### config.mk
export PLATFORM = sky130hd
export DESIGN_NAME = reset_watchdog_interrupt_control
export DESIGN_NICKNAME = d
export VERILOG_FILES = /design/src/design/sysctl_pkg.sv /design/src/design/reset_watchdog_interrupt_control.sv
export VERILOG_INCLUDE_DIRS = /design/src /design/src/design
export SDC_FILE = /design/constraint.sdc
export NUM_CORES = 1
export LEC_CHECK = 0
export BUFFER_PORTS_ARGS = -buffer_cell sky130_fd_sc_hd__buf_2
export CAP_MARGIN = 5
export CELL_PAD_IN_SITES_DETAIL_PLACEMENT = 1
export CELL_PAD_IN_SITES_GLOBAL_PLACEMENT = 1
export CORE_UTILIZATION = 44
export DETAILED_ROUTE_END_ITERATION = 8
export PLACE_DENSITY = 0.93
export SYNTH_ARGS = -nofsm -noshare
export SYNTH_HDL_FRONTEND = slang
export SYNTH_SLANG_ARGS = --single-unit
### constraint.sdc
create_clock -name clk_i -period 4.5 [get_ports clk_i]
set_input_delay 0 -clock clk_i [delete_from_list [all_inputs] [get_ports clk_i]]
set_output_delay 0 -clock clk_i [all_outputs]
set_load 0.01 [all_outputs]
### src/design/sysctl_consts.svh
`ifndef SYSCTL_CONSTS_SVH
`define SYSCTL_CONSTS_SVH
`define RST_DRIVE_CYC  8'h22
`define RST_SAMPLE_CYC 8'h26
`define COP_SHORT_CYC  32'h0004_0000
`define COP_LONG_CYC   32'h0010_0000
`define VEC_RESET      16'hfffe
`define VEC_SWI        16'hfffc
`define VEC_SRC0       16'hfffa
`define SP_RESET       16'h00ff
`define CCR_RESET      8'h08
`define CCR_I_BIT      3
`define REG_CAUSE      6'h00
`define REG_OPT        6'h01
`define REG_FLAG       6'h02
`define REG_IEN        6'h03
`define REG_STAT       6'h04
`define CAUSE_POR      0
`define CAUSE_LVD      1
`define CAUSE_COP      2
`define CAUSE_ILOP     3
`define CAUSE_ILAD     4
`define CAUSE_PIN      5
`define OPT_EN_BIT     0
`define OPT_TSEL_BIT   1
`define OPT_LOCK_BIT   7
`define OPT_EN_RST     1'b1
`define OPT_TSEL_RST   1'b1
`define SRC_MAX        16
`define SRC_IDX_W      4
`endif

### src/design/sysctl_pkg.sv
`include "sysctl_consts.svh"
package sysctl_pkg;
   typedef enum logic [2:0] {
      S_IDLE, S_RST_DRIVE, S_RST_WAIT, S_RST_VEC,
      S_STACK, S_VEC, S_PREFETCH, S_POP
   } seq_state_type;

   typedef struct packed {
      seq_state_type       state;
      logic [1:0]          phase;
      logic [7:0]          cnt;
      logic [20:0]         wdog;
      logic [5:0]          cause;
      logic                opt_en;
      logic                opt_tsel;
      logic                opt_lock;
      logic [`SRC_MAX-1:0] flag;
      logic [`SRC_MAX-1:0] ien;
      logic [15:0]         vec;
      logic [15:0]         pc;
      logic [15:0]         sp;
      logic [7:0]          condition_code_register;
      logic [7:0]          acc;
      logic [7:0]          xlo;
      logic [1:0]          lvd_sync;
      logic [1:0]          pin_sync;
      logic                pin_oe_n;
      logic                rst_active;
      logic                hold;
      logic                load;
      logic [7:0]          pf_data;
      logic                pf_valid;
      logic [15:0]         mem_addr;
      logic [7:0]          mem_wdata;
      logic                mem_we;
      logic                mem_re;
      logic                wait_req;
      logic [31:0]         rdata;
   } ctl_state_type;
endpackage

### src/design/reset_watchdog_interrupt_control.sv
// Contract
// - leaving reset, load pc from vector at fffe (high) then ffff (low)
// - during reset peripherals disabled and pins default high-z inputs
// - reset sets the global interrupt mask bit
// - reset forces stack pointer to 00ff
// - cause register keeps one bit per reset source, none for debug reset
// - any reset drives reset pin low 34 bus cycles, then releases it
// - 38 cycles after release sample pin; low means pin caused reset
// - enabled watchdog reaching timeout unserviced forces full reset
// - write to cause register address clears watchdog, cause unchanged
// - every reset leaves the watchdog enabled
// - options register write-once; later writes ignored until reset
// - timeout select picks 2^18 or 2^20 bus cycles
// - background debug mode suspends watchdog
// - flag plus local enable plus clear mask bit makes a request
// - interrupt entry waits for the current instruction to finish
// - entry stacks, sets mask, fetches vector, prefetches three bytes
// - hardware entry uses the software interrupt sequence exactly
// - return restores ccr, a, x low and pc from stack
// - index high byte never stacked or restored
// - several pending: highest priority served first
// - illegal address resets only small variants; illegal opcode always
// - stacking pcl first, ccr last; sp ends one below saved ccr
`include "sysctl_consts.svh"
module reset_watchdog_interrupt_control #(
   parameter int NSRC               = 8,
   parameter int COP_SHORT          = `COP_SHORT_CYC,
   parameter int COP_LONG           = `COP_LONG_CYC,
   parameter bit ILLEGAL_ADDR_RESET = 1'b1
) (
   input  wire logic            clk_i,
   input  wire logic            rst_n_i,
   input  wire logic [7:0]      avs_address_i,
   input  wire logic            avs_read_i,
   input  wire logic            avs_write_i,
   input  wire logic [31:0]     avs_writedata_i,
   output logic      [31:0]     avs_readdata_o,
   output logic                 avs_waitrequest_o,
   input  wire logic [15:0]     core_pc_i,
   input  wire logic [15:0]     core_sp_i,
   input  wire logic [7:0]      core_ccr_i,
   input  wire logic [7:0]      core_a_i,
   input  wire logic [7:0]      core_x_i,
   input  wire logic            instr_done_i,
   input  wire logic            swi_i,
   input  wire logic            rti_i,
   input  wire logic            illegal_op_i,
   input  wire logic            illegal_addr_i,
   input  wire logic            bdm_active_i,
   input  wire logic            bdm_reset_i,
   input  wire logic            lvd_i,
   input  wire logic            rst_pin_i,
   input  wire logic [NSRC-1:0] src_event_i,
   input  wire logic [7:0]      mem_rdata_i,
   output logic                 rst_pin_o,
   output logic                 rst_pin_oe_n_o,
   output logic                 reset_active_o,
   output logic                 core_hold_o,
   output logic                 core_load_o,
   output logic      [15:0]     core_pc_o,
   output logic      [15:0]     core_sp_o,
   output logic      [7:0]      core_ccr_o,
   output logic      [7:0]      core_a_o,
   output logic      [7:0]      core_x_o,
   output logic      [7:0]      pf_data_o,
   output logic                 pf_valid_o,
   output logic      [15:0]     mem_addr_o,
   output logic      [7:0]      mem_wdata_o,
   output logic                 mem_we_o,
   output logic                 mem_re_o
);
   localparam logic [20:0] LIM_S = 21'(COP_SHORT);
   localparam logic [20:0] LIM_L = 21'(COP_LONG);

   sysctl_pkg::ctl_state_type  st_ff;
   sysctl_pkg::ctl_state_type  nxt;
   logic [`SRC_MAX-1:0]        ev_ext;
   logic [`SRC_MAX-1:0]        src_ok;
   logic [`SRC_MAX-1:0]        pend;
   logic [`SRC_MAX-1:0]        clr;
   logic [`SRC_IDX_W-1:0]      win;
   logic [15:0]                irq_vec;
   logic [15:0]                base;
   logic [20:0]                lim;
   logic [5:0]                 new_cause;
   logic [7:0]                 opt_rd;
   logic                       in_rst;
   logic                       wr_cyc;
   logic                       svc_wr;
   logic                       opt_wr;
   logic                       cop_hit;
   logic                       req_ok;
   logic                       trig;

   // unused source slots read as never firing and cannot be enabled
   for (genvar g = 0; g < `SRC_MAX; g++) begin : g_src
      if (g < NSRC) begin : g_on
         assign ev_ext[g] = src_event_i[g];
         assign src_ok[g] = 1'b1;
      end else begin : g_off
         assign ev_ext[g] = 1'b0;
         assign src_ok[g] = 1'b0;
      end
   end

   always_comb begin
      nxt = st_ff;
      nxt.load = 1'b0;
      nxt.pf_valid = 1'b0;
      nxt.mem_we = 1'b0;
      nxt.mem_re = 1'b0;
      nxt.lvd_sync = {st_ff.lvd_sync[0], lvd_i};
      nxt.pin_sync = {st_ff.pin_sync[0], rst_pin_i};
      in_rst = st_ff.state inside {sysctl_pkg::S_RST_DRIVE, sysctl_pkg::S_RST_WAIT,
                                   sysctl_pkg::S_RST_VEC};

      // bus slave: one wait cycle, write lands on the edge waitrequest is low
      wr_cyc = avs_write_i && !st_ff.wait_req;
      svc_wr = wr_cyc && avs_address_i[7:2] == `REG_CAUSE;
      opt_wr = wr_cyc && avs_address_i[7:2] == `REG_OPT;
      nxt.wait_req = !((avs_read_i || avs_write_i) && st_ff.wait_req);
      opt_rd = 8'h00;
      opt_rd[`OPT_EN_BIT] = st_ff.opt_en;
      opt_rd[`OPT_TSEL_BIT] = st_ff.opt_tsel;
      opt_rd[`OPT_LOCK_BIT] = st_ff.opt_lock;
      if (avs_read_i && st_ff.wait_req) begin
         unique case (avs_address_i[7:2])
            `REG_CAUSE: nxt.rdata = {26'h0, st_ff.cause};
            `REG_OPT:   nxt.rdata = {24'h0, opt_rd};
            `REG_FLAG:  nxt.rdata = {16'h0, st_ff.flag};
            `REG_IEN:   nxt.rdata = {16'h0, st_ff.ien};
            `REG_STAT:  nxt.rdata = {30'h0, st_ff.opt_en && !bdm_active_i, st_ff.hold};
            default:    nxt.rdata = 32'h0;
         endcase
      end
      if (opt_wr && !st_ff.opt_lock) begin
         nxt.opt_en = avs_writedata_i[`OPT_EN_BIT];
         nxt.opt_tsel = avs_writedata_i[`OPT_TSEL_BIT];
         nxt.opt_lock = 1'b1;
      end
      if (wr_cyc && avs_address_i[7:2] == `REG_IEN) begin
         nxt.ien = avs_writedata_i[`SRC_MAX-1:0] & src_ok;
      end

      // flags: a new event beats a same-cycle write-one-to-clear
      clr = (wr_cyc && avs_address_i[7:2] == `REG_FLAG) ? avs_writedata_i[`SRC_MAX-1:0] : '0;
      nxt.flag = (st_ff.flag & ~clr) | ev_ext;
      pend = st_ff.flag & st_ff.ien;
      req_ok = |pend && !core_ccr_i[`CCR_I_BIT];
      win = '0;
      for (int i = `SRC_MAX - 1; i >= 0; i--) begin
         if (pend[i]) win = i[`SRC_IDX_W-1:0];
      end
      irq_vec = `VEC_SRC0 - 16'({win, 1'b0});

      // watchdog
      lim = st_ff.opt_tsel ? LIM_L : LIM_S;
      cop_hit = st_ff.opt_en && !bdm_active_i && !in_rst && st_ff.wdog == lim - 21'h1;
      if (svc_wr) begin
         nxt.wdog = 21'h0;
      end else if (st_ff.opt_en && !bdm_active_i && !in_rst) begin
         nxt.wdog = st_ff.wdog + 21'h1;
      end

      // reset sources; the pin gets its bit only at the late sample
      new_cause = 6'h00;
      new_cause[`CAUSE_LVD] = st_ff.lvd_sync[1];
      new_cause[`CAUSE_COP] = cop_hit;
      new_cause[`CAUSE_ILOP] = illegal_op_i;
      new_cause[`CAUSE_ILAD] = illegal_addr_i && ILLEGAL_ADDR_RESET;
      trig = !in_rst && (|new_cause || !st_ff.pin_sync[1] || bdm_reset_i);

      base = 16'h0000;
      if (st_ff.state == sysctl_pkg::S_RST_VEC) base = `VEC_RESET;
      else if (st_ff.state == sysctl_pkg::S_VEC) base = st_ff.vec;
      else if (st_ff.state == sysctl_pkg::S_PREFETCH) base = st_ff.pc;
      else if (st_ff.state == sysctl_pkg::S_POP) base = st_ff.sp + 16'h0001;

      unique case (st_ff.state)
         sysctl_pkg::S_IDLE: begin
            // requests are only looked at on an instruction boundary
            if (instr_done_i && (swi_i || req_ok)) begin
               nxt.state = sysctl_pkg::S_STACK;
               nxt.vec = swi_i ? `VEC_SWI : irq_vec;
               nxt.pc = core_pc_i;
               nxt.sp = core_sp_i;
               nxt.condition_code_register = core_ccr_i;
               nxt.acc = core_a_i;
               nxt.xlo = core_x_i;
               nxt.cnt = 8'h00;
               nxt.hold = 1'b1;
            end else if (instr_done_i && rti_i) begin
               nxt.state = sysctl_pkg::S_POP;
               nxt.sp = core_sp_i;
               nxt.cnt = 8'h00;
               nxt.phase = 2'h0;
               nxt.hold = 1'b1;
            end
         end
         sysctl_pkg::S_RST_DRIVE: begin
            nxt.cnt = st_ff.cnt + 8'h01;
            if (st_ff.cnt == `RST_DRIVE_CYC - 8'h01) begin
               nxt.pin_oe_n = 1'b1;
               nxt.state = sysctl_pkg::S_RST_WAIT;
               nxt.cnt = 8'h00;
            end
         end
         sysctl_pkg::S_RST_WAIT: begin
            // held here while the pin or low voltage still asserts
            if (st_ff.cnt == `RST_SAMPLE_CYC - 8'h01) begin
               if (!st_ff.pin_sync[1]) nxt.cause[`CAUSE_PIN] = 1'b1;
               if (st_ff.pin_sync[1] && !st_ff.lvd_sync[1]) begin
                  nxt.state = sysctl_pkg::S_RST_VEC;
                  nxt.cnt = 8'h00;
                  nxt.phase = 2'h0;
               end
            end else begin
               nxt.cnt = st_ff.cnt + 8'h01;
            end
         end
         sysctl_pkg::S_STACK: begin
            nxt.mem_we = 1'b1;
            nxt.mem_addr = st_ff.sp - 16'(st_ff.cnt);
            unique case (st_ff.cnt[2:0])
               3'h0:    nxt.mem_wdata = st_ff.pc[7:0];
               3'h1:    nxt.mem_wdata = st_ff.pc[15:8];
               3'h2:    nxt.mem_wdata = st_ff.xlo;
               3'h3:    nxt.mem_wdata = st_ff.acc;
               default: nxt.mem_wdata = st_ff.condition_code_register;
            endcase
            nxt.cnt = st_ff.cnt + 8'h01;
            if (st_ff.cnt == 8'h04) begin
               nxt.state = sysctl_pkg::S_VEC;
               nxt.sp = st_ff.sp - 16'h0005;
               nxt.condition_code_register[`CCR_I_BIT] = 1'b1;
               nxt.cnt = 8'h00;
               nxt.phase = 2'h0;
            end
         end
         sysctl_pkg::S_RST_VEC, sysctl_pkg::S_VEC,
         sysctl_pkg::S_PREFETCH, sysctl_pkg::S_POP: begin
            // read: issue, memory samples, capture on the third edge
            unique case (st_ff.phase)
               2'h0: begin
                  nxt.mem_re = 1'b1;
                  nxt.mem_addr = base + 16'(st_ff.cnt);
                  nxt.phase = 2'h1;
               end
               2'h1: nxt.phase = 2'h2;
               default: begin
                  nxt.phase = 2'h0;
                  nxt.cnt = st_ff.cnt + 8'h01;
                  if (st_ff.state == sysctl_pkg::S_PREFETCH) begin
                     nxt.pf_data = mem_rdata_i;
                     nxt.pf_valid = 1'b1;
                     if (st_ff.cnt == 8'h02) begin
                        nxt.state = sysctl_pkg::S_IDLE;
                        nxt.load = 1'b1;
                        nxt.hold = 1'b0;
                     end
                  end else if (st_ff.state == sysctl_pkg::S_POP) begin
                     unique case (st_ff.cnt[2:0])
                        3'h0:    nxt.condition_code_register = mem_rdata_i;
                        3'h1:    nxt.acc = mem_rdata_i;
                        3'h2:    nxt.xlo = mem_rdata_i;
                        3'h3:    nxt.pc[15:8] = mem_rdata_i;
                        default: begin
                           nxt.pc[7:0] = mem_rdata_i;
                           nxt.sp = st_ff.sp + 16'h0005;
                           nxt.state = sysctl_pkg::S_PREFETCH;
                           nxt.cnt = 8'h00;
                        end
                     endcase
                  end else if (st_ff.cnt == 8'h00) begin
                     nxt.pc[15:8] = mem_rdata_i;
                  end else begin
                     nxt.pc[7:0] = mem_rdata_i;
                     nxt.cnt = 8'h00;
                     if (st_ff.state == sysctl_pkg::S_VEC) begin
                        nxt.state = sysctl_pkg::S_PREFETCH;
                     end else begin
                        nxt.state = sysctl_pkg::S_IDLE;
                        nxt.sp = `SP_RESET;
                        nxt.condition_code_register = `CCR_RESET;
                        nxt.acc = 8'h00;
                        nxt.xlo = 8'h00;
                        nxt.load = 1'b1;
                        nxt.hold = 1'b0;
                        nxt.rst_active = 1'b0;
                     end
                  end
               end
            endcase
         end
      endcase

      if (!rst_n_i) begin
         nxt = '0;
         nxt.wait_req = 1'b1;
      end
      if (trig || !rst_n_i) begin
         nxt.state = sysctl_pkg::S_RST_DRIVE;
         nxt.cnt = 8'h00;
         nxt.phase = 2'h0;
         nxt.wdog = 21'h0;
         nxt.opt_en = `OPT_EN_RST;
         nxt.opt_tsel = `OPT_TSEL_RST;
         nxt.opt_lock = 1'b0;
         nxt.flag = '0;
         nxt.ien = '0;
         nxt.pin_oe_n = 1'b0;
         nxt.rst_active = 1'b1;
         nxt.hold = 1'b1;
         nxt.load = 1'b0;
         nxt.pf_valid = 1'b0;
         nxt.mem_we = 1'b0;
         nxt.mem_re = 1'b0;
         nxt.cause = new_cause;
         if (!rst_n_i) nxt.cause = 6'h00;
         nxt.cause[`CAUSE_POR] = !rst_n_i;
      end
   end

   always_ff @(posedge clk_i) begin
      st_ff <= nxt;
   end

   assign avs_readdata_o = st_ff.rdata;
   assign avs_waitrequest_o = st_ff.wait_req;
   // open-drain: only ever pulls low, the pullup lives outside
   assign rst_pin_o = 1'b0;
   assign rst_pin_oe_n_o = st_ff.pin_oe_n;
   assign reset_active_o = st_ff.rst_active;
   assign core_hold_o = st_ff.hold;
   assign core_load_o = st_ff.load;
   assign core_pc_o = st_ff.pc;
   assign core_sp_o = st_ff.sp;
   assign core_ccr_o = st_ff.condition_code_register;
   assign core_a_o = st_ff.acc;
   assign core_x_o = st_ff.xlo;
   assign pf_data_o = st_ff.pf_data;
   assign pf_valid_o = st_ff.pf_valid;
   assign mem_addr_o = st_ff.mem_addr;
   assign mem_wdata_o = st_ff.mem_wdata;
   assign mem_we_o = st_ff.mem_we;
   assign mem_re_o = st_ff.mem_re;
endmodule

# Yosys cells after proc, flatten, opt, wreduce, memory -nomap -nowiden
# Index checks and enable logic that the tools add are counted.
# Widths: inputs -> output; s select.
classes:
  add_sub_neg: 9
  eq_ne: 67
  n_mux: 105
  n_bitwise: 7
  n_reduce_logical: 67
ops:
  columns: ["operator", "count"]
  rows:
  - ["$mux 221", 1]
  - ["$mux 16", 11]
  - ["$mux 56", 3]
  - ["$mux 8", 14]
  - ["$pmux 16 s5", 1]
  - ["$mux 32", 2]
  - ["$mux 4", 16]
  - ["$pmux 16 s2", 2]
  - ["$mux 21", 3]
  - ["$mux 24", 2]
  - ["$mux 48", 1]
  - ["$pmux 16 s3", 1]
  - ["$mux 41", 1]
  - ["$mux 40", 1]
  - ["$pmux 8 s5", 1]
  - ["$mux 13", 3]
  - ["$mux 3", 13]
  - ["$pmux 19 s2", 1]
  - ["$pmux 8 s4", 1]
  - ["$ne 4x4->1 const B", 7]
  - ["$reduce_and 7->1", 4]
  - ["$ne 3x2->1 const B", 9]
  - ["$ne 3x3->1 const B", 8]
  - ["$reduce_and 6->1", 4]
  - ["60 further kinds", 145]
word_totals:
  register_bits: 215
  in_bits: 125

# Logic depth before layout (Yosys ltp)
# Gate-level depths: netlist (run 1).
depth:
  depth_word: 23
  ltp_mapped: 15
  ltp_nobuf: 14

# Worst setup path after synthesis (run 1)
# OpenSTA, ideal clock, no wires.
synth_path:
  path_kind: "reg2reg"
  startpoint: "register st_ff[220] in the netlist's numbering"
  endpoint: "register st_ff, in the netlist mem_addr_o[14]"
  setup_ns: 0.136
  arrival_time_ns: 2.753
  slack_ns: 1.610
  stages_incl_launch_ff: 15
  n_path_buf: 4
  synth_period_minus_slack_ns: 2.890
  cell_sequence: "dfxtp_1 > buf_2 > buf_2 > and2_1 > clkbuf_1 > clkbuf_1 > o21ai_0 > o21ai_0 > fa_1 > a21o_1 > a32oi_1 > a32o_1 > nor4_1 > xor2_1 > a31oi_1"
synth_between:
  elab_chain_len: 8
  word_cells_on_any_way: 16
  cone_classes: "add/sub: 1; eq/ne: 6; mux: 6; reduce/logical: 3"
synth_lines:
  columns: ["item", "line", "rtl"]
  rows:
  - ["start, declared", "reset_watchdog_interrupt_control.sv:75", "sysctl_pkg::ctl_state_type st_ff;"]
  - ["start signal, assigned", "reset_watchdog_interrupt_control.sv:325", "st_ff <= nxt;"]
  - ["$eq 3x3->1", "reset_watchdog_interrupt_control.sv:177, reset_watchdog_interrupt_control.sv:179", null]
  - ["$mux 16", "reset_watchdog_interrupt_control.sv:177", "else if (st_ff.state == sysctl_pkg::S_POP) base = st_ff.sp + 16'h0001;"]
  - ["$mux 16", "reset_watchdog_interrupt_control.sv:176", "else if (st_ff.state == sysctl_pkg::S_PREFETCH) base = st_ff.pc;"]
  - ["$mux 16", "reset_watchdog_interrupt_control.sv:175", "else if (st_ff.state == sysctl_pkg::S_VEC) base = st_ff.vec;"]
  - ["$mux 16", "reset_watchdog_interrupt_control.sv:174", "if (st_ff.state == sysctl_pkg::S_RST_VEC) base = `VEC_RESET;"]
  - ["$add 16x8->16", "reset_watchdog_interrupt_control.sv:246", "nxt.mem_addr = base + 16'(st_ff.cnt);"]
  - ["$mux 16", "reset_watchdog_interrupt_control.sv:243", "unique case (st_ff.phase)"]
  - ["$pmux 16 s2", "reset_watchdog_interrupt_control.sv:179", "unique case (st_ff.state)"]
# Parallel ways exist; a longest one is shown, timed or not. The select of a mux whose other input is x is not followed.
# A chain may end at the register's enable or synchronous reset.

# Final worst setup path (run 1)
layout_path:
  startpoint: "register st_ff[211] in the netlist's numbering"
  endpoint: "register st_ff, in the netlist core_a_o[7]"
layout_between:
  elab_chain_len: 3
  word_cells_on_any_way: 5
  cone_classes: "eq/ne: 3; reduce/logical: 2"
layout_lines:
  columns: ["item", "line"]
  rows:
  - ["$logic_not 8->1 / $eq 3x1->1 (equally long branches)", "reset_watchdog_interrupt_control.sv:274, reset_watchdog_interrupt_control.sv:262"]
  - ["$ne 3x3->1 (no source line) / $ne 3x2->1 (equally long branches)", null]
  - ["$reduce_and 7->1 (no source line) (*)", null]
# Every way passes the cells marked *; elsewhere a longest branch is shown, timed or not.

==> metrics, run 1 <==
total of cells resized after clock tree synthesis=0; global-route wire length before repair=about 76000 um; height of the chip=between 150 and 200 um; synth unique cells=85; leakage power total=5.55 nW; async set-or-reset flop fraction in the synthesized netlist=0; count of nets left with antenna violations after detail routing=0; number of violations of the max-capacitance limit=0; count of placed standard cells in the final layout, fillers left out=roughly 2000; clock sink total=between 150 and 200; buffer type at the clock tree root=sky130_fd_sc_hd__clkbuf_16; Hold Vio Cnt, Final=0; number of buffers between clock root and the deepest sink=2; routability congestion estimate from global placement=just over 0.9; total clock buffers created by CTS=17; detailed-routing iteration count for the pre-antenna-repair pass=7; Ports=~250; number of buffer and inverter instances along the worst setup path=1; aggregate routed wire length=~50000 um; crit end category=register; highest achievable clock rate=~230 MHz; status=finished, final reports clean; Netlist Area Pre-Place=approximately 12000 um2; Final #Nets=around 1800; FILL cells=roughly 3200; Setup crit start kind=register; count of flip-flops with a built-in enable after synthesis=6; clk slew on worst S/H paths=approximately 0.09 ns; gr ovfl total=0; ys flop type=sky130_fd_sc_hd__dfxtp_1; kind of critical path=register to register; CTS tree=done; buffers added on ports=~220; Max Fanout on Critical Path=27; setup repair after global routing missed its margin=false; layout overhead on the synthesized area=17.1%; number of standard cells after synthesis=around 1500; total placed instance area=between 10000 and 15000 um2; Die Outline Area=between 20000 and 30000 um2; Vias per Instance=~6.6; mean instance size in the synthesized netlist=around 8 um2; DRC violations left=0; Skew-Pair Late Insertion Delay=~0.49 ns; total vias in the final route=approximately 13000; warnings from Yosys=0; Yosys reg bits=roughly 190; hold crit path type=input port to register; cell total after placement=1858; data required time at the worst endpoint=4.75 ns; Core Util, Final=0.525; buffers inserted during post-CTS setup optimization=0; initial standard-cell utilization of the core=0.448; Max Transition Viols Final=0; worst-case hold slack=approximately 0.014 ns; die width=approximately 160 um; initial drt markers=1901; total global-route track usage=0.371; critical path data arrival time=roughly 4.5 ns; register area=around 3800 um2; critical path's slowest cell=sky130_fd_sc_hd__nor3_1; multi-input combinational cell area=between 6000 and 7000 um2; delay-heaviest family, CP=simple AND/OR/NAND/NOR gates; number of rows created at floorplan=slightly below 60; final clock skew=around 0.034 ns; worst vdd ir=roughly 0.27 mV; time the worst path needs with I/O delays and setup=between 4 and 5 ns; Slew headroom=0.0892; antenna violations before repair=3; power density normalized to cell area=about 460 nW/um2; Slowest Stage Delay on Critical Path=about 0.97 ns; fraction of layout instances using a drive strength above 1=0.184; slew at the pin closest to its max-slew limit=between 1 and 1.5 ns; sum of negative setup slack=0 ns; CTS H-tree depth=4; routed length per placed instance=between 20 and 30 um; via count of the first global-routing pass=13235; hpwl dp=30500 um; final design instance area without fill=around 14000 um2; Setup Viol. Count Final=0; maximum number of pins on one net before global-route repair=between 90 and 100; critical-path cell list=inv_1 -> ha_1 -> nand3_2 -> maj3_1 -> a31o_2 -> nand2_1 -> a221oi_1 -> nor3_1; portion of the post-synthesis area used by sequential elements=0.327; core region area=around 26000 um2; post-route fraction of the period consumed by the critical path=0.952
layout make-up:
type | instances | share of cell area
antenna | 4 | 0.000731
tap | 335 | 0.0306
multi-input combinational | 1063 | 0.474
clock buffer | 17 | 0.0311
inverter | 30 | 0.00823
sequential | 188 | 0.279
clock inverter | 15 | 0.0142
timing repair buffer | 336 | 0.162
synthesized netlist by cell type (10+ instances only):
cell type                  instances  area [um2]
sky130_fd_sc_hd__inv_1            26        97.6
sky130_fd_sc_hd__clkbuf_1         79         297
sky130_fd_sc_hd__nand3_1          50         250
sky130_fd_sc_hd__nand2_1         125         469
sky130_fd_sc_hd__buf_4           124         931
sky130_fd_sc_hd__o21a_1           10        75.1
sky130_fd_sc_hd__xor2_1           31         272
sky130_fd_sc_hd__mux2i_1          22         220
sky130_fd_sc_hd__o211ai_1         19         143
sky130_fd_sc_hd__nor3_1           65         325
sky130_fd_sc_hd__xnor2_1          25         219
sky130_fd_sc_hd__nor2_1          156         586
sky130_fd_sc_hd__a211oi_1         21         158
sky130_fd_sc_hd__nor2b_1          11        68.8
sky130_fd_sc_hd__a31oi_1          12        75.1
sky130_fd_sc_hd__a221oi_1         35         307
sky130_fd_sc_hd__and3_1           25         156
sky130_fd_sc_hd__nor4_1           15        93.8
sky130_fd_sc_hd__nand4_1          16         100
sky130_fd_sc_hd__dfxtp_1         182        3640
sky130_fd_sc_hd__buf_2            17        85.1
sky130_fd_sc_hd__a22oi_1          52         390
sky130_fd_sc_hd__ha_1             27         338
sky130_fd_sc_hd__a21oi_1         117         586
sky130_fd_sc_hd__o21ai_0          64         320
sky130_fd_sc_hd__o31ai_1          12        90.1
power by group:
group          leakage [nW]  switching (mW)  total, mW  internal, mW
logic                  3.71            1.61       2.51         0.901
clock network         0.301           0.921       1.70         0.774
registers              1.54           0.288       2.11          1.82
routing by layer:
metal,part of all wire,up-vias,GRT usage
met3,0.10,311,0.0924
met5,0.00080,-,0
met2,0.46,973,0.603
met1,0.36,6248,0.420
met4,0.076,6,0.276
li1,-,5572,-
metrics by stage:
step | setup WS, ns | power (mW)
4_1_cts | 0.745 | 6.10
2_1_floorplan | 1.61 | 3.75
3_3_place_gp | 0.972 | 4.30
6_report | 0.215 | 6.32
5_1_grt | 0.139 | 6.54
3_5_place_dp | 0.831 | 4.40
final timing paths:
path | slack (ns) | start | to | cells after the start
worst max register to register | 0.22 | st_ff[211]$_SDFFE_PP0P_ | core_a_o[7]$_SDFFE_PN0P_ | 8
worst min register to register | 0.46 | pf_data_o[6]$_SDFFE_PN0P_ | pf_data_o[6]$_SDFFE_PN0P_ | 2
worst min-delay path | 0.01 | core_sp_i[9] | core_sp_o[9]$_SDFFE_PN0P_ | 4
worst max-delay path | 0.22 | st_ff[211]$_SDFFE_PP0P_ | core_a_o[7]$_SDFFE_PN0P_ | 8
sequential cells by signal, indices dropped and copies added, names as in the netlist:
| register | count |
|---|---|
| st_ff | 72 |
| avs_readdata_o | 16 |
| core_pc_o | 16 |
| core_sp_o | 16 |
| mem_addr_o | 16 |
| core_a_o | 8 |
| core_ccr_o | 8 |
| core_x_o | 8 |
| mem_wdata_o | 8 |
| pf_data_o | 8 |
| opt_rd | 3 |
| avs_waitrequest_o | 1 |
| core_hold_o | 1 |
| core_load_o | 1 |
| mem_re_o | 1 |
| mem_we_o | 1 |
| new_cause | 1 |
| pf_valid_o | 1 |
| reset_active_o | 1 |
| rst_pin_oe_n_o | 1 |
cells in the final DEF (no fill, tap or decap), types with 6 or more instances in the layout:
cell type / netlist / layout
sky130_fd_sc_hd__xnor2_1: 25 / 25
sky130_fd_sc_hd__a21o_1: 9 / 9
sky130_fd_sc_hd__a311oi_1: 6 / 6
sky130_fd_sc_hd__o21ai_0: 64 / 64
sky130_fd_sc_hd__or3_1: 9 / 9
sky130_fd_sc_hd__conb_1: 1 / 17
sky130_fd_sc_hd__and4_1: 6 / 6
sky130_fd_sc_hd__a22oi_1: 52 / 52
sky130_fd_sc_hd__nand4_1: 16 / 16
sky130_fd_sc_hd__o211ai_1: 19 / 19
sky130_fd_sc_hd__nor2b_1: 11 / 11
sky130_fd_sc_hd__clkbuf_16: 0 / 17
sky130_fd_sc_hd__o21a_1: 10 / 10
sky130_fd_sc_hd__mux2i_1: 22 / 22
sky130_fd_sc_hd__buf_2: 17 / 218
sky130_fd_sc_hd__a211oi_1: 21 / 21
sky130_fd_sc_hd__dfxtp_1: 182 / 182
sky130_fd_sc_hd__nor4_1: 15 / 15
sky130_fd_sc_hd__nand2_1: 125 / 125
sky130_fd_sc_hd__and2_1: 7 / 7
sky130_fd_sc_hd__nor2_1: 156 / 155
sky130_fd_sc_hd__xor2_1: 31 / 31
sky130_fd_sc_hd__nor3_1: 65 / 65
sky130_fd_sc_hd__dlygate4sd3_1: 0 / 94
sky130_fd_sc_hd__a31oi_1: 12 / 12
sky130_fd_sc_hd__a21oi_1: 117 / 117
sky130_fd_sc_hd__o22ai_1: 7 / 7
sky130_fd_sc_hd__ha_1: 27 / 27
sky130_fd_sc_hd__edfxtp_1: 6 / 6
sky130_fd_sc_hd__nand3_1: 50 / 50
sky130_fd_sc_hd__a221oi_1: 35 / 35
sky130_fd_sc_hd__o31ai_1: 12 / 11
sky130_fd_sc_hd__inv_1: 26 / 26
sky130_fd_sc_hd__and3_1: 25 / 25
sky130_fd_sc_hd__buf_4: 124 / 24
worst register-to-register path, delay by kind of cell (launching register included):
family | cells | cell delay (ns)
flip-flops | 1 | 0.43
AO/OA/AOI/OAI | 2 | 0.59
adder cells (fa/ha/maj) | 2 | 1.15
buffers and inverters | 1 | 0.17
AND/OR/NAND/NOR | 3 | 1.74
what timing repair did:
action                                  4_1_cts  5_1_grt
hold buffers                                 94        0
hold endpoints to repair                     88        0
endpoints found under the setup margin        0        0
logic make-up (layout without fill, tap and decap cells):
| kind of cell | after synthesis | after routing | synth area share |
|---|---|---|---|
| simple gates | 515 | 515 | 0.211 |
| compound gates | 419 | 419 | 0.240 |
| buf+inv | 255 | 398 | 0.124 |
| xor+xnor | 56 | 56 | 0.0420 |
| mux | 26 | 26 | 0.0227 |
| flops | 188 | 188 | 0.327 |
| other cells | 1 | 21 | 0.000321 |
| fa+ha+maj | 30 | 30 | 0.0332 |
Note: power is estimated with default switching activity, not from simulation.
==> run 2: changes to the inputs <==
--- a/config.mk
+++ b/config.mk
@@ -10,9 +10,9 @@
 export CAP_MARGIN = 5
 export CELL_PAD_IN_SITES_DETAIL_PLACEMENT = 1
 export CELL_PAD_IN_SITES_GLOBAL_PLACEMENT = 1
-export CORE_UTILIZATION = 44
+export CORE_UTILIZATION = 36
 export DETAILED_ROUTE_END_ITERATION = 8
-export PLACE_DENSITY = 0.93
+export PLACE_DENSITY = 0.82
 export SYNTH_ARGS = -nofsm -noshare
 export SYNTH_HDL_FRONTEND = slang
 export SYNTH_SLANG_ARGS = --single-unit
==> constraint.sdc (replaced) <==
create_clock -name clk_i -period 3.55 [get_ports clk_i]
set_input_delay 0 -clock clk_i [delete_from_list [all_inputs] [get_ports clk_i]]
set_output_delay 0 -clock clk_i [all_outputs]
set_load 0.01 [all_outputs]
==> run 2 against run 1 <==
Against the previous run:
- combinational power grew 33%
- clock power rose by 19%
- register-to-register slack lost 0.06 ns
- final cell count is 5.1% higher
- critical endpoint is now mem_addr_o[15]$_SDFFE_PN0P_
- setup slack lost 0.060 ns
- largest cell class unchanged
- non-clock buffer count grew 36
==> metrics, run 2 (same netlist as run 1, synthesis figures left out) <==
register with the most flip-flops=st_ff; total global-route track usage=0.283; leakage power total=around 5.7 nW; kind of critical path=register to register; Slew headroom=0.347; clock sink total=188; status=finished, final reports clean; Max Fanout on Critical Path=5; combinational cell fraction of total power=0.421; delay-heaviest family, CP=simple AND/OR/NAND/NOR gates; die width=182 um; Hold Path Stages=3; Die Outline Area=roughly 33000 um2; total clock buffers created by CTS=17; Ports=around 250; total number of cells along the worst setup path=13; fraction of layout instances using a drive strength above 1=0.201; Final #Nets=between 1500 and 2000; critical-path cell list=inv_1 -> nor2_1 -> nand2_1 -> xnor2_1 -> o21ai_0 -> o21ai_0 -> ha_1 -> nand3_1 -> o211ai_1 -> o21ai_0 -> or2_1 -> or4_1 -> nand4_1; Skew-Pair Late Insertion Delay=approximately 0.46 ns; cell total after placement=approximately 2000; max FFs per register=72; switching share of total power=0.420; routability congestion estimate from global placement=roughly 0.95; buffers inserted during post-CTS setup optimization=0; critical path's slowest cell=sky130_fd_sc_hd__or4_1; CTS tree=done; slew at the pin closest to its max-slew limit=just under 1 ns; final clock skew=approximately 0.014 ns; leading cell type in the layout, fill and taps excluded=sky130_fd_sc_hd__buf_2; global-route wire length before repair=just over 70000 um; worst-case hold slack=0.0471 ns; Setup crit start kind=register; Slowest Stage Delay on Critical Path=around 0.5 ns; clk slew on worst S/H paths=roughly 0.080 ns; Register-to-Register Path Depth=13; sum of negative setup slack=0 ns; layout overhead on the synthesized area=20.5%; maximum number of pins on one net before global-route repair=62; Setup Viol. Count Final=0; height of the chip=between 150 and 200 um; number of rows created at floorplan=between 60 and 70; highest-count cells in the layout ignoring fill and taps=sky130_fd_sc_hd__buf_2 (218), sky130_fd_sc_hd__dfxtp_1 (179), sky130_fd_sc_hd__nor2_1 (155); routed length per placed instance=around 22 um; buffers added on ports=218; worst vdd ir=0.409 mV; hpwl dp=around 32000 um; Reg power frac=0.325; post-route fraction of the period consumed by the critical path=0.956; data required time at the worst endpoint=approximately 3.9 ns; highest achievable clock rate=295 MHz; initial drt markers=roughly 1100; aggregate routed wire length=about 47000 um; clock network fraction of design power=0.254; via count of the first global-routing pass=between 10000 and 15000; hold crit path type=input port to register; buffer type at the clock tree root=sky130_fd_sc_hd__clkbuf_16; number of violations of the max-capacitance limit=0; number of buffers between clock root and the deepest sink=2; Max Transition Viols Final=0; gr ovfl total=0; time the worst path needs with I/O delays and setup=around 3.4 ns; Vias per Instance=5.95; antenna violations before repair=1; power density normalized to cell area=approximately 560 nW/um2; detailed-routing iteration count for the pre-antenna-repair pass=5; count of placed standard cells in the final layout, fillers left out=roughly 2100; Core Util, Final=0.444; DRC violations left=0; setup repair after global routing missed its margin=false; total vias in the final route=12439; count of nets left with antenna violations after detail routing=0; crit end category=register; initial standard-cell utilization of the core=0.368; critical path data arrival time=between 3 and 4 ns; Hold Vio Cnt, Final=0; most used cell, CP=sky130_fd_sc_hd__o21ai_0; NetSw=3.34 mW; number of buffer and inverter instances along the worst setup path=1; FILL cells=~4000; internal power=about 4.6 mW; core region area=~32000 um2; CTS H-tree depth=4
[run 2: area by class of cell]
| type | instances | area [um2] | area share |
|---|---|---|---|
| Timing Repair Buffer | 372 | 2520 | 0.179 |
| Antenna cell | 2 | 5.00 | 0.000355 |
| Sequential cell | 188 | 3830 | 0.272 |
| Clock buffer | 19 | 453 | 0.0322 |
| Tap cell | 402 | 503 | 0.0357 |
| Inverter | 30 | 114 | 0.00809 |
| Clock inverter | 13 | 146 | 0.0104 |
| Multi-Input combinational cell | 1063 | 6510 | 0.462 |
[run 2: timing repair]
action                                 in CTS  in global routing
gates resized for setup                     0                  7
hold buffers                              101                  0
endpoints found under the hold margin      92                  0
setup endpoints to repair                   0                  8
[run 2: layer usage]
layer / track usage / wire [um] / vias to the layer above
met5: 0 / 0 / -
met4: 0.146 / 2320 / 0
met3: 0.0545 / 2960 / 160
met2: 0.479 / 22500 / 543
met1: 0.340 / 19000 / 6098
li1: - / - / 5638
[run 2: power by group through the flow]
stage / logic, mW / registers (mW) / clock network (mW)
floorplan: 2.27 / 2.49 / 0
global placement: 3.05 / 2.62 / 0
global route: 3.61 / 2.61 / 2.15
CTS: 3.27 / 2.58 / 2.06
detailed placement: 3.14 / 2.62 / 0
finish: 3.35 / 2.59 / 2.02
[run 2: worst paths after layout]
| path | startpoint | to | slack, ns |
|---|---|---|---|
| hold / removal | avs_address_i[2] | opt_rd[7]$_SDFFE_PP0P_ | 0.05 |
| hold reg to reg | mem_wdata_o[1]$_SDFFE_PN0P_ | mem_wdata_o[1]$_SDFFE_PN0P_ | 0.45 |
| setup reg to reg | core_sp_o[0]$_SDFFE_PN0P_ | mem_addr_o[15]$_SDFFE_PN0P_ | 0.16 |
| setup / recovery | core_sp_o[0]$_SDFFE_PN0P_ | mem_addr_o[15]$_SDFFE_PN0P_ | 0.16 |
[run 2: stage by stage]
step                power (mW)  cell area, um2  setup slack (ns)
finish                    7.95           14100             0.156
CTS                       7.90           14100             0.138
floorplan                 4.76           11700             0.660
global placement          5.67           12400             0.247
global route              8.37           14100            0.0118
detailed placement        5.76           12400             0.194
[run 2: worst min-delay path, stage by stage]
cell                      delay (ns)
sky130_fd_sc_hd__buf_2          0.22
sky130_fd_sc_hd__a21oi_1        0.19
sky130_fd_sc_hd__nor2_1         0.05
==> run 3: changes to the inputs <==
--- a/config.mk
+++ b/config.mk
@@ -10,6 +10,8 @@
 export CAP_MARGIN = 5
 export CELL_PAD_IN_SITES_DETAIL_PLACEMENT = 1
 export CELL_PAD_IN_SITES_GLOBAL_PLACEMENT = 1
+export CORE_ASPECT_RATIO = 1.75
+export CORE_MARGIN = 4
 export CORE_UTILIZATION = 36
 export DETAILED_ROUTE_END_ITERATION = 8
 export PLACE_DENSITY = 0.82
==> run 3 against run 2 <==
Against the previous run:
- first-iteration DRC count down 19%
- sequential power about the same
- non-clock buffer count up 17
- sequential cell count unchanged
- combinational power down 2%
- clock power down 2%
- wire length up 4.3%
- clock-buffer cell count unchanged
- largest cell class unchanged
==> metrics, run 3 (same netlist as run 1, synthesis figures left out) <==
total vias in the final route=about 12000; reg2reg start=st_ff[221]$_SDFFE_PP0P_; setup repair after global routing missed its margin=false; die width=144 um; power density normalized to cell area=~560 nW/um2; core region area=~32000 um2; total clock buffers created by CTS=17; Setup crit start kind=register; reg-to-reg endpoint=core_ccr_o[6]$_SDFFE_PN0P_; highest-count cells in the layout ignoring fill and taps=sky130_fd_sc_hd__buf_2 (218), sky130_fd_sc_hd__dfxtp_1 (181), sky130_fd_sc_hd__nor2_1 (155); Slew headroom=0.249; antenna violations before repair=2; initial drt markers=866; post-layout worst setup margin=around 0.17 ns; Final #Nets=between 1500 and 2000; Skew-Pair Late Insertion Delay=between 0.4 and 0.5 ns; number of buffers between clock root and the deepest sink=2; routed length per placed instance=23.2 um; register area=3820 um2; data required time at the worst endpoint=a little under 4 ns; crit end category=register; cell total after placement=a little under 2000; maximum number of pins on one net before global-route repair=73; hpwl dp=about 35000 um; status=finished, final reports clean; max FFs per register=between 70 and 80; Die Outline Area=roughly 36000 um2; hold crit path type=input port to register; CTS H-tree depth=4; CTS tree=done; leakage power total=roughly 5.8 nW; initial standard-cell utilization of the core=0.364; Min-Delay Endpoint=core_sp_o[15]$_SDFFE_PN0P_; buffer type at the clock tree root=sky130_fd_sc_hd__clkbuf_16; Ports=between 200 and 300; gr ovfl total=0; Max Fanout on Critical Path=19; highest achievable clock rate=around 300 MHz; DRC violations left=0; kind of critical path=register to register; post-route fraction of the period consumed by the critical path=0.951; register with the most flip-flops=st_ff; worst-case hold slack=0.0302 ns; clock sink total=188; clk slew on worst S/H paths=approximately 0.080 ns; layout overhead on the synthesized area=21.4%; routability congestion estimate from global placement=between 0.9 and 1; sum of negative setup slack=0 ns; min-delay src=core_sp_i[15]; final clock skew=0.0103 ns; Hold Vio Cnt, Final=0; number of violations of the max-capacitance limit=0; buffers added on ports=between 200 and 250; Setup Viol. Count Final=0; leading cell type in the layout, fill and taps excluded=sky130_fd_sc_hd__buf_2; multi-input combinational cell area=about 6500 um2; fraction of layout instances using a drive strength above 1=0.201; total global-route track usage=0.274; worst vdd ir=0.325 mV; Hold Path Stages=5; detailed-routing iteration count for the pre-antenna-repair pass=5; aggregate routed wire length=48800 um; global-route wire length before repair=approximately 75000 um; Vias per Instance=about 5.9; height of the chip=roughly 250 um; slew at the pin closest to its max-slew limit=1.12 ns; pre-CTS setup slack=0.190 ns; Max Transition Viols Final=0; time the worst path needs with I/O delays and setup=about 3.4 ns; Register-to-Register Path Depth=9; FILL cells=between 3000 and 4000; reg2reg setup slack=about 0.17 ns; via count of the first global-routing pass=approximately 13000; number of rows created at floorplan=87; count of placed standard cells in the final layout, fillers left out=2104; count of nets left with antenna violations after detail routing=0; critical path data arrival time=3.68 ns
## run 3: worst max-delay path by stage
| stage | startpoint | to | slack (ns) | cells past startpoint |
|---|---|---|---|---|
| floorplan | st_ff[220]$_SDFFE_PP1P_ | mem_addr_o[14]$_SDFFE_PN0P_ | 0.66 | 14 |
| global placement | core_sp_o[1]$_SDFFE_PN0P_ | mem_addr_o[15]$_SDFFE_PN0P_ | 0.29 | 13 |
| detailed placement | core_sp_o[1]$_SDFFE_PN0P_ | mem_addr_o[15]$_SDFFE_PN0P_ | 0.19 | 13 |
| CTS | core_sp_o[1]$_SDFFE_PN0P_ | mem_addr_o[15]$_SDFFE_PN0P_ | 0.17 | 13 |
| finish | st_ff[221]$_SDFFE_PP0P_ | core_ccr_o[6]$_SDFFE_PN0P_ | 0.17 | 9 |
| global route | core_sp_o[0]$_SDFFE_PN0P_ | mem_addr_o[15]$_SDFFE_PN0P_ | 0.04 | 13 |
## run 3: per-stage QoR
stage | total power, mW | utilization | area, um2
after CTS | 7.87 | 0.441 | 14200
after global routing | 8.32 | 0.442 | 14200
after floorplan | 4.76 | - | 11700
after detailed placement | 5.77 | 0.389 | 12500
final | 7.88 | 0.442 | 14200
after global placement | 5.68 | 0.389 | 12500
## run 3: critical path, stage by stage (launching register included)
cell and delay, ns:
sky130_fd_sc_hd__dfxtp_1 0.41, sky130_fd_sc_hd__buf_4 0.26, sky130_fd_sc_hd__or2_1 0.25, sky130_fd_sc_hd__nor2_1 0.25
sky130_fd_sc_hd__o211a_1 0.40, sky130_fd_sc_hd__a31o_4 0.30, sky130_fd_sc_hd__nand2_1 0.24, sky130_fd_sc_hd__a221oi_1 0.40
sky130_fd_sc_hd__dlygate4sd3_1 0.64, sky130_fd_sc_hd__nor3_1 0.06
## run 3: power breakdown
part / internal, mW / switching [mW] / total [mW]
Clock: 1.02 / 0.958 / 1.97
Combinational: 1.26 / 2.02 / 3.28
Sequential: 2.31 / 0.312 / 2.62
Total: 4.59 / 3.29 / 7.88
## run 3: layout make-up
cell class / instances / share of cell area
multi-input combinational: 1063 / 0.458
timing repair buffer: 389 / 0.187
antenna: 2 / 0.000353
tap: 400 / 0.0353
clock buffer: 19 / 0.0312
sequential: 188 / 0.270
clock inverter: 13 / 0.0107
inverter: 30 / 0.00794
## run 3: timing repair
action                                 4_1_cts  5_1_grt
setup buffers                                0        0
hold buffers                               109        0
gates resized for setup                      0        3
endpoints found under the hold margin       94        0
setup endpoints to repair                    0        8
## run 3: routing by layer
| metal | part of all wire | up-vias | wire length [um] | track usage |
|---|---|---|---|---|
| li1 | - | 5671 | - | - |
| met1 | 0.34 | 6030 | 16800 | 0.273 |
| met2 | 0.52 | 563 | 25200 | 0.491 |
| met3 | 0.057 | 194 | 2810 | 0.0569 |
| met4 | 0.084 | 0 | 4090 | 0.199 |
| met5 | 0 | - | 0 | 0 |
